## config.mk

```make
export PLATFORM = sky130hd
export DESIGN_NAME = irq_flags_wakeup_reset
export DESIGN_NICKNAME = d
export VERILOG_FILES = /design/src/design/irq_wake_pkg.sv /design/src/design/wake_edge_detect.sv /design/src/design/irq_flags_wakeup_reset.sv
export SDC_FILE = /design/constraint.sdc
export NUM_CORES = 1
export LEC_CHECK = 0
export ABC_CLOCK_PERIOD_IN_PS = 1640
export BUFFER_PORTS_ARGS = -buffer_cell sky130_fd_sc_hd__buf_4
export CAP_MARGIN = 20
export CORE_MARGIN = 2
export CORE_UTILIZATION = 35
export DETAILED_ROUTE_END_ITERATION = 12
export PLACE_DENSITY = 0.59
export SLEW_MARGIN = 20
export SYNTH_ARGS = -nofsm -noshare
export SYNTH_HDL_FRONTEND = slang
export SYNTH_HIERARCHICAL = 1
export SYNTH_SLANG_ARGS = --single-unit
```

## constraint.sdc

```tcl
create_clock -name clk_i -period 1.64 [get_ports clk_i]
set_input_delay 0.082 -clock clk_i [delete_from_list [all_inputs] [get_ports clk_i]]
set_output_delay 0.082 -clock clk_i [all_outputs]
set_load 0.01 [all_outputs]
```

## src/design/irq_wake_pkg.sv

```systemverilog
// package: register map, field layout, carriers and state types of the flag block
`default_nettype none
package irq_wake_pkg;

  localparam int REG_AW = 6;
  localparam int WAKE_PINS = 8;

  // byte offsets of the word registers on the bus
  localparam logic [REG_AW-1:0] OFS_INT_FLAGS  = 6'h00;
  localparam logic [REG_AW-1:0] OFS_WAKE_FLAGS = 6'h04;
  localparam logic [REG_AW-1:0] OFS_WAKE_EDGE  = 6'h08;
  localparam logic [REG_AW-1:0] OFS_INT_EN     = 6'h0C;
  localparam logic [REG_AW-1:0] OFS_WAKE_EN    = 6'h10;
  localparam logic [REG_AW-1:0] OFS_WAKE_MODE  = 6'h14;
  localparam logic [REG_AW-1:0] OFS_IRQ_STAT   = 6'h18;
  localparam logic [REG_AW-1:0] OFS_IRQ_MASK   = 6'h1C;
  localparam logic [REG_AW-1:0] OFS_CPU_STAT   = 6'h20;

  // internal request flag positions
  localparam int BIT_DT  = 7;
  localparam int BIT_AD  = 6;
  localparam int BIT_TFH = 3;
  localparam int BIT_TFL = 2;
  localparam int BIT_EC  = 0;
  localparam logic [7:0] INT_FLAG_MASK = 8'hCD;

  // summary interrupt status positions
  localparam int IRQ_W    = 3;
  localparam int IRQ_INT  = 0;
  localparam int IRQ_WAKE = 1;
  localparam int IRQ_BOOT = 2;

  // cpu status register layout
  localparam int CPU_MASK_BIT = 16;
  localparam int CPU_RUN_BIT  = 17;

  localparam logic [7:0]       FLAGS_RST  = 8'h00;
  localparam logic [7:0]       CTRL_RST   = 8'h00;
  localparam logic [IRQ_W-1:0] IRQ_RST    = 3'h0;
  localparam logic [15:0]      VEC_ADDR_HI = 16'h0000;
  localparam logic [15:0]      VEC_ADDR_LO = 16'h0001;
  localparam logic [15:0]      PC_RST     = 16'h0000;

  typedef enum logic [2:0] {
    BOOT_MASK,
    BOOT_FETCH_HI,
    BOOT_FETCH_LO,
    BOOT_RUN
  } boot_t;

  typedef struct packed {
    logic              read;
    logic              write;
    logic [REG_AW-1:0] address;
    logic [31:0]       writedata;
    logic [3:0]        byteenable;
  } av_req_t;

  typedef struct packed {
    logic       sleep_direct;
    logic       direct_transition_on;
    logic       adc_done;
    logic       conversion_start_flag;
    logic       timer_16bit_mode;
    logic [7:0] timer_count_high;
    logic [7:0] timer_count_low;
    logic [7:0] timer_compare_high;
    logic [7:0] timer_compare_low;
    logic       counter_16bit_mode;
    logic       event_count_high_ovf;
    logic       event_count_low_ovf;
  } periph_evt_t;

  typedef struct packed {
    logic [7:0]       int_flags;
    logic [7:0]       wake_flags;
    logic [7:0]       wake_edge;
    logic [7:0]       int_en;
    logic [7:0]       wake_en;
    logic [7:0]       wake_mode;
    logic [IRQ_W-1:0] irq_stat;
    logic [IRQ_W-1:0] irq_mask;
    logic             ack;
    logic [31:0]      readdata;
    boot_t            boot;
    logic             ccr_mask;
    logic [15:0]      pc;
    logic             pc_load;
    logic             vec_rd;
    logic [15:0]      vec_addr;
    logic             prev_tfh;
    logic             prev_tfl;
  } ctrl_state_t;

  localparam ctrl_state_t CTRL_STATE_RST = '{
    int_flags:  FLAGS_RST,
    wake_flags: FLAGS_RST,
    wake_edge:  CTRL_RST,
    int_en:     CTRL_RST,
    wake_en:    CTRL_RST,
    wake_mode:  CTRL_RST,
    irq_stat:   IRQ_RST,
    irq_mask:   IRQ_RST,
    ack:        1'b0,
    readdata:   32'h0000_0000,
    boot:       BOOT_MASK,
    ccr_mask:   1'b0,
    pc:         PC_RST,
    pc_load:    1'b0,
    vec_rd:     1'b0,
    vec_addr:   VEC_ADDR_HI,
    prev_tfh:   1'b0,
    prev_tfl:   1'b0
  };

endpackage
`default_nettype wire

```

## src/design/wake_edge_detect.sv

```systemverilog
// module: wakeup pin synchroniser and per-pin selected-edge pulse
`default_nettype none
module wake_edge_detect
  import irq_wake_pkg::*;
#(
  parameter int N = WAKE_PINS
) (
  input  wire logic         clk_i,
  input  wire logic         rstn_i,
  input  wire logic [N-1:0] pin_i,
  input  wire logic [N-1:0] polarity_i,
  input  wire logic [N-1:0] mode_i,
  output logic      [N-1:0] edge_o
);

  typedef struct packed {
    logic [N-1:0] sync1;
    logic [N-1:0] sync2;
    logic [N-1:0] prev;
    logic [N-1:0] pulse;
  } sync_state_t;

  sync_state_t s;
  sync_state_t next_s;

  always_comb begin
    next_s       = s;
    // sync1 feeds only sync2; all decisions look at later stages
    next_s.sync1 = pin_i;
    next_s.sync2 = s.sync1;
    next_s.prev  = s.sync2;
    for (int i = 0; i < N; i++) begin
      // 1 picks rising, 0 picks falling
      if (polarity_i[i]) begin
        next_s.pulse[i] = mode_i[i] & s.sync2[i] & ~s.prev[i];
      end else begin
        next_s.pulse[i] = mode_i[i] & ~s.sync2[i] & s.prev[i];
      end
    end
  end

  always_ff @(posedge clk_i) begin
    if (!rstn_i) begin
      s <= '0;
    end else begin
      s <= next_s;
    end
  end

  // pins idle high after reset would read as a rising edge; prev starts low
  // and pulses are gated by mode_i, which is clear after reset
  assign edge_o = s.pulse;

endmodule
`default_nettype wire

```

## src/design/irq_flags_wakeup_reset.sv

```systemverilog
// module: interrupt request flags, wakeup flags and reset exception sequencing
//
// Contract
// - Set the direct-transition flag (bit 7) when a sleep makes a direct transition with direct_transition_on set.
// - Set the A/D flag (bit 6) when a conversion finishes with the conversion-start flag cleared.
// - Set the timer high flag (bit 3) on a high-byte match in 8-bit mode or a full 16-bit match in 16-bit mode.
// - Set the timer low flag (bit 2) on a low-byte match, only in 8-bit mode.
// - Set the event counter flag (bit 0) on high overflow, or in 8-bit mode on high or low overflow.
// - Flags stay set after acceptance and clear only when software writes 0 to a bit reading 1.
// - Writing 1 to a flag bit does nothing; only 0 acts, and only to clear.
// - Set wakeup flag n when pin n is configured for wakeup and its selected edge is seen.
// - Each edge-select bit picks falling edges at 0 and rising edges at 1.
// - While the reset pin is low, all processing halts and all state is initialised.
// - On reset release, reset handling starts by setting the interrupt mask bit to 1.
// - Then the reset vector is read from addresses 0000 and 0001, loaded into the PC and run.
// - A request goes to arbitration only while its flag and its enable bit are both 1.
`default_nettype none
module irq_flags_wakeup_reset
  import irq_wake_pkg::*;
#(
  parameter int N_WAKE = WAKE_PINS
) (
  input  wire logic              clk_i,
  input  wire logic              rstn_i,
  // avalon-mm slave
  input  wire av_req_t           av_i,
  output logic                   av_waitrequest_o,
  output logic [31:0]            av_readdata_o,
  // peripheral events
  input  wire periph_evt_t       evt_i,
  // wakeup pins
  input  wire logic [N_WAKE-1:0] wakeup_pin_i,
  // requests to arbitration
  output logic [7:0]             int_request_o,
  output logic [N_WAKE-1:0]      wake_request_o,
  // reset vector fetch
  output logic                   vec_rd_o,
  output logic [15:0]            vec_addr_o,
  input  wire logic              vec_ack_i,
  input  wire logic [7:0]        vec_data_i,
  // cpu side
  output logic                   ccr_mask_o,
  output logic [15:0]            pc_o,
  output logic                   pc_load_o,
  output logic                   cpu_run_o,
  // summary interrupt
  output logic                   irq_o
);

  ctrl_state_t       s;
  ctrl_state_t       next_s;
  logic [7:0]        int_set;
  logic [7:0]        wake_next;
  logic [N_WAKE-1:0] wake_set;
  logic [IRQ_W-1:0]  irq_set;
  logic              tfh_match;
  logic              tfl_match;
  logic              bus_req;
  logic              wr_go;
  logic [7:0]        wd;
  logic              boot_done;

  // hardware set wins over a clear landing in the same cycle
  function automatic logic [7:0] flag_update(
    input logic [7:0] cur,
    input logic [7:0] set,
    input logic       hit,
    input logic [7:0] wdata
  );
    logic [7:0] keep;
    keep = hit ? wdata : 8'hFF;
    return (cur & keep) | set;
  endfunction

  function automatic logic [31:0] reg_read(
    input ctrl_state_t      st,
    input logic [REG_AW-1:0] addr
  );
    logic [31:0] r;
    r = 32'h0000_0000;
    case (addr)
      OFS_INT_FLAGS:  r[7:0] = st.int_flags;
      OFS_WAKE_FLAGS: r[7:0] = st.wake_flags;
      OFS_WAKE_EDGE:  r[7:0] = st.wake_edge;
      OFS_INT_EN:     r[7:0] = st.int_en;
      OFS_WAKE_EN:    r[7:0] = st.wake_en;
      OFS_WAKE_MODE:  r[7:0] = st.wake_mode;
      OFS_IRQ_STAT:   r[IRQ_W-1:0] = st.irq_stat;
      OFS_IRQ_MASK:   r[IRQ_W-1:0] = st.irq_mask;
      OFS_CPU_STAT: begin
        r[15:0]         = st.pc;
        r[CPU_MASK_BIT] = st.ccr_mask;
        r[CPU_RUN_BIT]  = (st.boot == BOOT_RUN);
      end
      default:        r = 32'h0000_0000;
    endcase
    return r;
  endfunction

  wake_edge_detect #(
    .N (N_WAKE)
  ) u_wake_edge (
    .clk_i      (clk_i),
    .rstn_i     (rstn_i),
    .pin_i      (wakeup_pin_i),
    .polarity_i (s.wake_edge[N_WAKE-1:0]),
    .mode_i     (s.wake_mode[N_WAKE-1:0]),
    .edge_o     (wake_set)
  );

  // match is a level while the counter sits on the compare value;
  // only its first cycle counts so a cleared flag is not re-set at once
  always_comb begin
    if (evt_i.timer_16bit_mode) begin
      tfh_match = ({evt_i.timer_count_high, evt_i.timer_count_low} ==
                   {evt_i.timer_compare_high, evt_i.timer_compare_low});
    end else begin
      tfh_match = (evt_i.timer_count_high == evt_i.timer_compare_high);
    end
    tfl_match = !evt_i.timer_16bit_mode &&
                (evt_i.timer_count_low == evt_i.timer_compare_low);
  end

  always_comb begin
    int_set          = 8'h00;
    int_set[BIT_DT]  = evt_i.sleep_direct && evt_i.direct_transition_on;
    int_set[BIT_AD]  = evt_i.adc_done && !evt_i.conversion_start_flag;
    int_set[BIT_TFH] = tfh_match && !s.prev_tfh;
    int_set[BIT_TFL] = tfl_match && !s.prev_tfl;
    int_set[BIT_EC]  = evt_i.event_count_high_ovf ||
                       (!evt_i.counter_16bit_mode && evt_i.event_count_low_ovf);
  end

  // one wait cycle: request seen, then acknowledged on the next edge
  assign bus_req   = av_i.read || av_i.write;
  assign wr_go     = av_i.write && s.ack && av_i.byteenable[0];
  assign wd        = av_i.writedata[7:0];
  assign boot_done = vec_ack_i && (s.boot == BOOT_FETCH_LO);

  always_comb begin
    irq_set           = '0;
    irq_set[IRQ_INT]  = |int_set;
    irq_set[IRQ_WAKE] = |wake_set;
    irq_set[IRQ_BOOT] = boot_done;
  end

  always_comb begin
    next_s          = s;
    next_s.pc_load  = 1'b0;
    next_s.prev_tfh = tfh_match;
    next_s.prev_tfl = tfl_match;
    next_s.ack      = bus_req && !s.ack;

    if (av_i.read && !s.ack) begin
      next_s.readdata = reg_read(s, av_i.address);
    end

    // reserved bits never set and never store what software writes
    next_s.int_flags = flag_update(s.int_flags, int_set,
                                   wr_go && (av_i.address == OFS_INT_FLAGS),
                                   wd) & INT_FLAG_MASK;
    // flags above the pin count stay at their reset value
    wake_next = flag_update(s.wake_flags, 8'(wake_set),
                            wr_go && (av_i.address == OFS_WAKE_FLAGS), wd);
    next_s.wake_flags[N_WAKE-1:0] = wake_next[N_WAKE-1:0];
    next_s.irq_stat = s.irq_stat | irq_set;

    if (wr_go) begin
      case (av_i.address)
        OFS_WAKE_EDGE: next_s.wake_edge = wd;
        OFS_INT_EN:    next_s.int_en    = wd & INT_FLAG_MASK;
        OFS_WAKE_EN:   next_s.wake_en   = wd;
        OFS_WAKE_MODE: next_s.wake_mode = wd;
        OFS_IRQ_MASK:  next_s.irq_mask  = wd[IRQ_W-1:0];
        OFS_IRQ_STAT:  next_s.irq_stat  = (s.irq_stat & ~wd[IRQ_W-1:0]) | irq_set;
        default:       next_s.irq_mask  = s.irq_mask;
      endcase
    end

    // reset handling: mask first, then the two vector bytes, then run
    case (s.boot)
      BOOT_MASK: begin
        next_s.ccr_mask = 1'b1;
        next_s.vec_rd   = 1'b1;
        next_s.vec_addr = VEC_ADDR_HI;
        next_s.boot     = BOOT_FETCH_HI;
      end
      BOOT_FETCH_HI: begin
        if (vec_ack_i) begin
          next_s.pc[15:8] = vec_data_i;
          next_s.vec_addr = VEC_ADDR_LO;
          next_s.boot     = BOOT_FETCH_LO;
        end
      end
      BOOT_FETCH_LO: begin
        if (vec_ack_i) begin
          next_s.pc[7:0]  = vec_data_i;
          next_s.vec_rd   = 1'b0;
          next_s.pc_load  = 1'b1;
          next_s.boot     = BOOT_RUN;
        end
      end
      BOOT_RUN: begin
        next_s.boot = BOOT_RUN;
      end
      default: begin
        next_s.boot = BOOT_MASK;
      end
    endcase
  end

  // whole state returns to its reset image while the pin is held low
  always_ff @(posedge clk_i) begin
    if (!rstn_i) begin
      s <= CTRL_STATE_RST;
    end else begin
      s <= next_s;
    end
  end

  assign av_waitrequest_o = bus_req && !s.ack;
  assign av_readdata_o    = s.readdata;

  // the summary irq only flags events; it does not gate arbitration
  assign int_request_o  = s.int_flags & s.int_en;
  assign wake_request_o = s.wake_flags[N_WAKE-1:0] & s.wake_en[N_WAKE-1:0];

  assign vec_rd_o   = s.vec_rd;
  assign vec_addr_o = s.vec_addr;
  assign ccr_mask_o = s.ccr_mask;
  assign pc_o       = s.pc;
  assign pc_load_o  = s.pc_load;
  // nothing runs until the vector is in the pc
  assign cpu_run_o  = (s.boot == BOOT_RUN);
  assign irq_o      = |(s.irq_stat & s.irq_mask);

endmodule
`default_nettype wire

```

# Word-level counts from Yosys, hierarchy flattened
# Index checks and enable logic that the tools add are counted.
totals:
  register_bits: 142
  input_bits: 103
  output_inout_bits: 86
classes:
  n_eq_ne: 16
  muxes: 24
  n_bitwise: 59
  reduce_logical: 39
ops:
  columns: ["op", "n"]
  rows:
  - ["$pmux 5 s7", 1]
  - ["$and 1x1->1", 32]
  - ["$and 8x8->8", 4]
  - ["$pmux 16 s2", 1]
  - ["$pmux 3 s9", 1]
  - ["$eq 6x5->1 const B", 4]
  - ["$reduce_and 2->1", 11]
  - ["$eq 16x16->1", 1]
  - ["$eq 8x8->1", 2]
  - ["$mux 16", 1]
  - ["$mux 8", 2]
  - ["$not 1->1", 16]
  - ["$or 8x8->8", 2]
  - ["$logic_and 1x1->1", 13]
  - ["$eq 6x4->1 const B", 2]
  - ["$mux 3", 4]
  - ["$pmux 3 s4", 1]
  - ["$mux 10", 1]
  - ["$mux 1", 9]
  - ["$reduce_or 8->1", 1]
  - ["$and 3x3->3", 2]
  - ["$eq 3x2->1 const B", 2]
  - ["$eq 6x3->1 const B", 1]
  - ["$eq 6x6->1 const B", 1]
  - ["14 further kinds", 23]

# Depth between registers and ports, before layout
depth:
  depth_word: 7
  ltp_mapped: 7
  mapped_depth_nobuf: 5

# By module
# The synthesis kept the hierarchy.
modules_own_cells:
  columns: ["mod", "instances", "cells_per_inst", "area_per_inst_um2"]
  rows:
  - ["irq_flags_wakeup_reset", 1, 521, 4595.7]
  - ["wake_edge_detect", 1, 99, 1073.5]

# Worst setup path before layout
# Ideal clock, no wire load.
synth_timing:
  path_kind: "reg2reg"
  startpoint: "register s[72] in the netlist's numbering"
  endpoint: "register s[101] in the netlist's numbering"
  setup_ns: 0.128
  arrival_ns: 1.324
  t_required_ns: 1.512
  setup_slack_ns: 0.188
  path_stages_with_launch: 7
  path_buffers: 1
  period_less_slack_ns: 1.452
  cell_sequence: "dfxtp_1 > and3_1 > clkbuf_1 > nand3_1 > nor2_2 > mux2i_1 > nor2_1"
synth_via:
  elab_chain_len: 3
synth_rtl:
  columns: ["element", "line_no", "source"]
  rows:
  - ["start: declaration", "irq_flags_wakeup_reset.sv:50", "ctrl_state_t s;"]
  - ["start signal: assignment", "irq_flags_wakeup_reset.sv:217", "s <= next_s;"]
  - ["$logic_and 1x1->1 (2 in series)", "irq_flags_wakeup_reset.sv:136", "assign wr_go = av_i.write && s.ack && av_i.byteenable[0];"]
  - ["$reduce_and 2->1 (no line)", null, null]
# Every way passes these cells.
# A chain may end at the register's enable or synchronous reset.

# Final worst setup path
layout_timing:
  startpoint: "register s[72] in the netlist's numbering"
  endpoint: "register s[76] in the netlist's numbering"
layout_via:
  elab_chain_len: 3
layout_rtl:
  columns: ["element", "line_no", "source"]
  rows:
  - ["$logic_and 1x1->1 (2 in series)", "irq_flags_wakeup_reset.sv:136", null]
  - ["$mux 6", "irq_flags_wakeup_reset.sv:168", "if (wr_go) begin"]
# Every way passes these cells.

==> summary.txt <==
Floorplanning
  – Die Y-Extent: about 130 um
  – Core area: between 15,000 and 20,000 um^2
  – Die W: roughly 130 um
  – Die ar.: around 17,000 um^2
  – # IOs: 189
  – Initial core utilization: 0.357
  – # rows: 46

Worst setup path
  – Critical path launch point type: flip-flop
  – Critical Path AT: roughly 1.8 ns
  – Critical path's largest stage delay: approximately 0.34 ns
  – Worst R2R Start: s[72]
  – FF-to-FF End: s[76]
  – Worst R2R Setup Slack: slightly above 0.1 ns
  – Crit Path Max Fanout: 4
  – CP Capture Type: flip-flop
  – Crit path cell chain: and3_2, nand3_1, o21ai_2, nand4_1, o31a_1
  – Req. time, crit path: approximately 2.0 ns
  – Kind of critical path: flip-flop to flip-flop
  – Depth of the most critical reg-to-reg path: 5
  – Slowest stage cell on the critical path: o31a_1

Logic synthesis
  – Yosys reg bits: around 120
  – Post-synth EDFFs: 0
  – Synth async-reset ratio: 0
  – Largest cells by area after synthesis: dfxtp_1 43%, buf_4 10%, mux2i_1 5.5%
  – Area share of the largest cell type after synthesis: 0.434
  – Synth Flop Type: dfxtp_1
  – Synthesized area: about 5700 um^2
  – Synth cell count leaders: 123 x dfxtp_1, 78 x buf_4, 57 x nand2_1
  – Syn. warnings: 6
  – Sequential share of the synthesized area: 0.434
  – Most area-hungry cell type in the Yosys netlist: dfxtp_1
  – Cell variety after synth: between 40 and 50
  – Count leader, synth: dfxtp_1
  – Avg Cell Area, Syn: between 9 and 10 um^2
  – Synthesized netlist cell count: 620

CTS
  – CTS Buffer Depth: 2
  – Clock transition at path regs: approximately 0.060 ns
  – Htree depth: 4
  – CTS Sinks: ~120
  – CTS tree: yes
  – TritonCTS buffer count: 17
  – Root Buffer Master: clkbuf_16
  – Clock latency at the later pin of the worst-skew pair: slightly above 0.4 ns

Global route
  – Initial antenna violation count: 0
  – Largest net degree at the start of global routing: 38
  – Grt ovf: 0
  – Routing usage on met2: 0.274
  – First-pass GRT wire length: about 23,000 um
  – GRT Util Overall: 0.165
  – Met1 usage: 0.202
  – Busiest layer in global routing: met2
  – GRT met3 Usage: 0.0478
  – Vias in the first global route: roughly 4.5k

Hold path
  – Hold endpoint: u_wake_edge/edge_o[2]
  – Worst hold start: rstn_i
  – Hold depth: 3
  – Hold Crit Class: input port to flip-flop

Status
  – Status: completed

Job
  – Maximum capacitance violations: 0

Finish
  – FILL cells: ~1.5k
  – Footprint of the multi-input gates: 2540 um^2
  – Syn-to-layout area delta: 32.4%
  – Nets@finish: around 860
  – Fraction of layout cells with a size suffix above 1: 0.280
  – Final instance area: approximately 7500 um^2
  – Number of antenna diodes: 0
  – Storage cell area: approximately 2500 um^2

Routing
  – Wire per inst: 14.6 um
  – Vias post-DR: 4,587
  – Via density: ~4.7
  – # DRC: 0
  – Routed wire length: about 14,000 um
  – Detailed-router iteration count before antenna repair: 4
  – Detailed Route Iter0 Violations: between 200 and 250
  – Detail Route Antenna Nets: 0

Power and ir drop
  – Worst VDD drop: ~0.80 mV
  – Pwr dens: between 1000 and 1500 nW/um^2
  – Pleak: between 3 and 4 nW
  – Pwr Total: 0.00764 W

Timing
  – Peak Freq: ~650 MHz
  – Final hold violations: 0
  – Finish-stage setup viols: 0
  – Period utilisation layout: 0.938
  – Max-slew violation count: 0
  – Clk_skew: around 0.0064 ns
  – Period minus WS final: around 1.5 ns
  – Unrepaired setup endpoints after global routing: false

Placement
  – Placed inst area: about 6500 um^2
  – Routability cong.: slightly above 0.8
  – I/O Buffers: between 100 and 150
  – HPWL Detailed: 10,700 um
## report_power, final
group	total [W]	switching [W]	internal [W]
Combinational	0.000637	0.000312	0.000325
Sequential	0.00309	0.0000401	0.00305
Clock	0.00391	0.00139	0.00252
Total	0.00764	0.00174	0.00590
## repair_timing
item / 4_1_cts / 5_1_grt
setup buffers: 0 / 0
pin swaps: 0 / 1
hold endpoints to repair: 59 / 0
setup endpoints to repair: 1 / 1
resized for setup: 2 / 1
hold buffers: 34 / 0
## worst max-delay path by stage
stage,end,from,slack [ns],depth (start not counted)
5_1_grt,s[76],s[72],0.03,5
3_3_place_gp,s[76],s[72],-0.07,5
2_1_floorplan,s[101],s[72],0.19,6
6_report,s[76],s[72],0.10,5
3_5_place_dp,s[76],s[72],-0.1,5
4_1_cts,s[76],s[72],0.05,5
## cells by family after synthesis
logic type      synth area share
simple gates               0.206
flops                      0.434
buf+inv                    0.139
compound gates             0.109
mux                       0.0865
xor+xnor                  0.0247
other cells             0.000661
## critical path: cells and delay by family (launching register included)
kind	cells	cell delay [ns]
simple gates	3	0.59
compound gates	2	0.52
flops	1	0.32
## layout by cell type (no fill, tap or decap), types with 8 or more instances in the layout
cell type,n
a21oi_1,56
and2_1,33
and2_2,8
buf_4,153
clkbuf_16,17
conb_1,32
dfxtp_1,123
dlygate4sd3_1,34
inv_1,13
mux2i_1,31
mux4_2,8
nand2_1,57
nand3_1,25
nand3b_1,9
nor2_1,41
nor3_1,9
nor4_1,8
o21ai_0,17
or3b_1,8
xor2_1,16
## per-layer routing
layer  share of wire  wire length, um
met1            0.44             6370
met2            0.48             6890
met3           0.056              807
met4           0.019              274
met5               0                0
## per-stage QoR
| stage | hold slack [ns] | util | instances | setup WS (ns) | setup TNS (ns) |
|---|---|---|---|---|---|
| after detailed placement | 0.287 | 0.411 | 917 | -0.0966 | -0.0966 |
| final | 0.0483 | 0.473 | 983 | 0.101 | 0 |
| after CTS | 0.0378 | 0.472 | 983 | 0.0542 | 0 |
| after global placement | 0.275 | 0.411 | 917 | -0.0714 | -0.0714 |
| after global routing | 0.0505 | 0.473 | 983 | 0.0267 | 0 |
| after floorplan | 0.161 | - | 651 | 0.188 | 0 |
## cell type report
| type | count | share of cell area |
|---|---|---|
| multi-input cells | 408 | 0.339 |
| flip-flops and latches | 123 | 0.328 |
| repair buffers | 190 | 0.206 |
| clock buffers | 20 | 0.0622 |
| well taps | 216 | 0.0360 |
| clock inverters | 12 | 0.0217 |
| inverters | 14 | 0.00700 |
## registers in the layout (all words and copies together) (netlist names)
signal	cells
s	53
u_wake_edge/s	8
ccr_mask_o	1
u_wake_edge/next_s	16
vec_addr_o	1
pc_o	16
u_wake_edge/edge_o	8
av_readdata_o	18
pc_load_o	1
vec_rd_o	1
No activity file was read; power rests on OpenSTA's default activity.
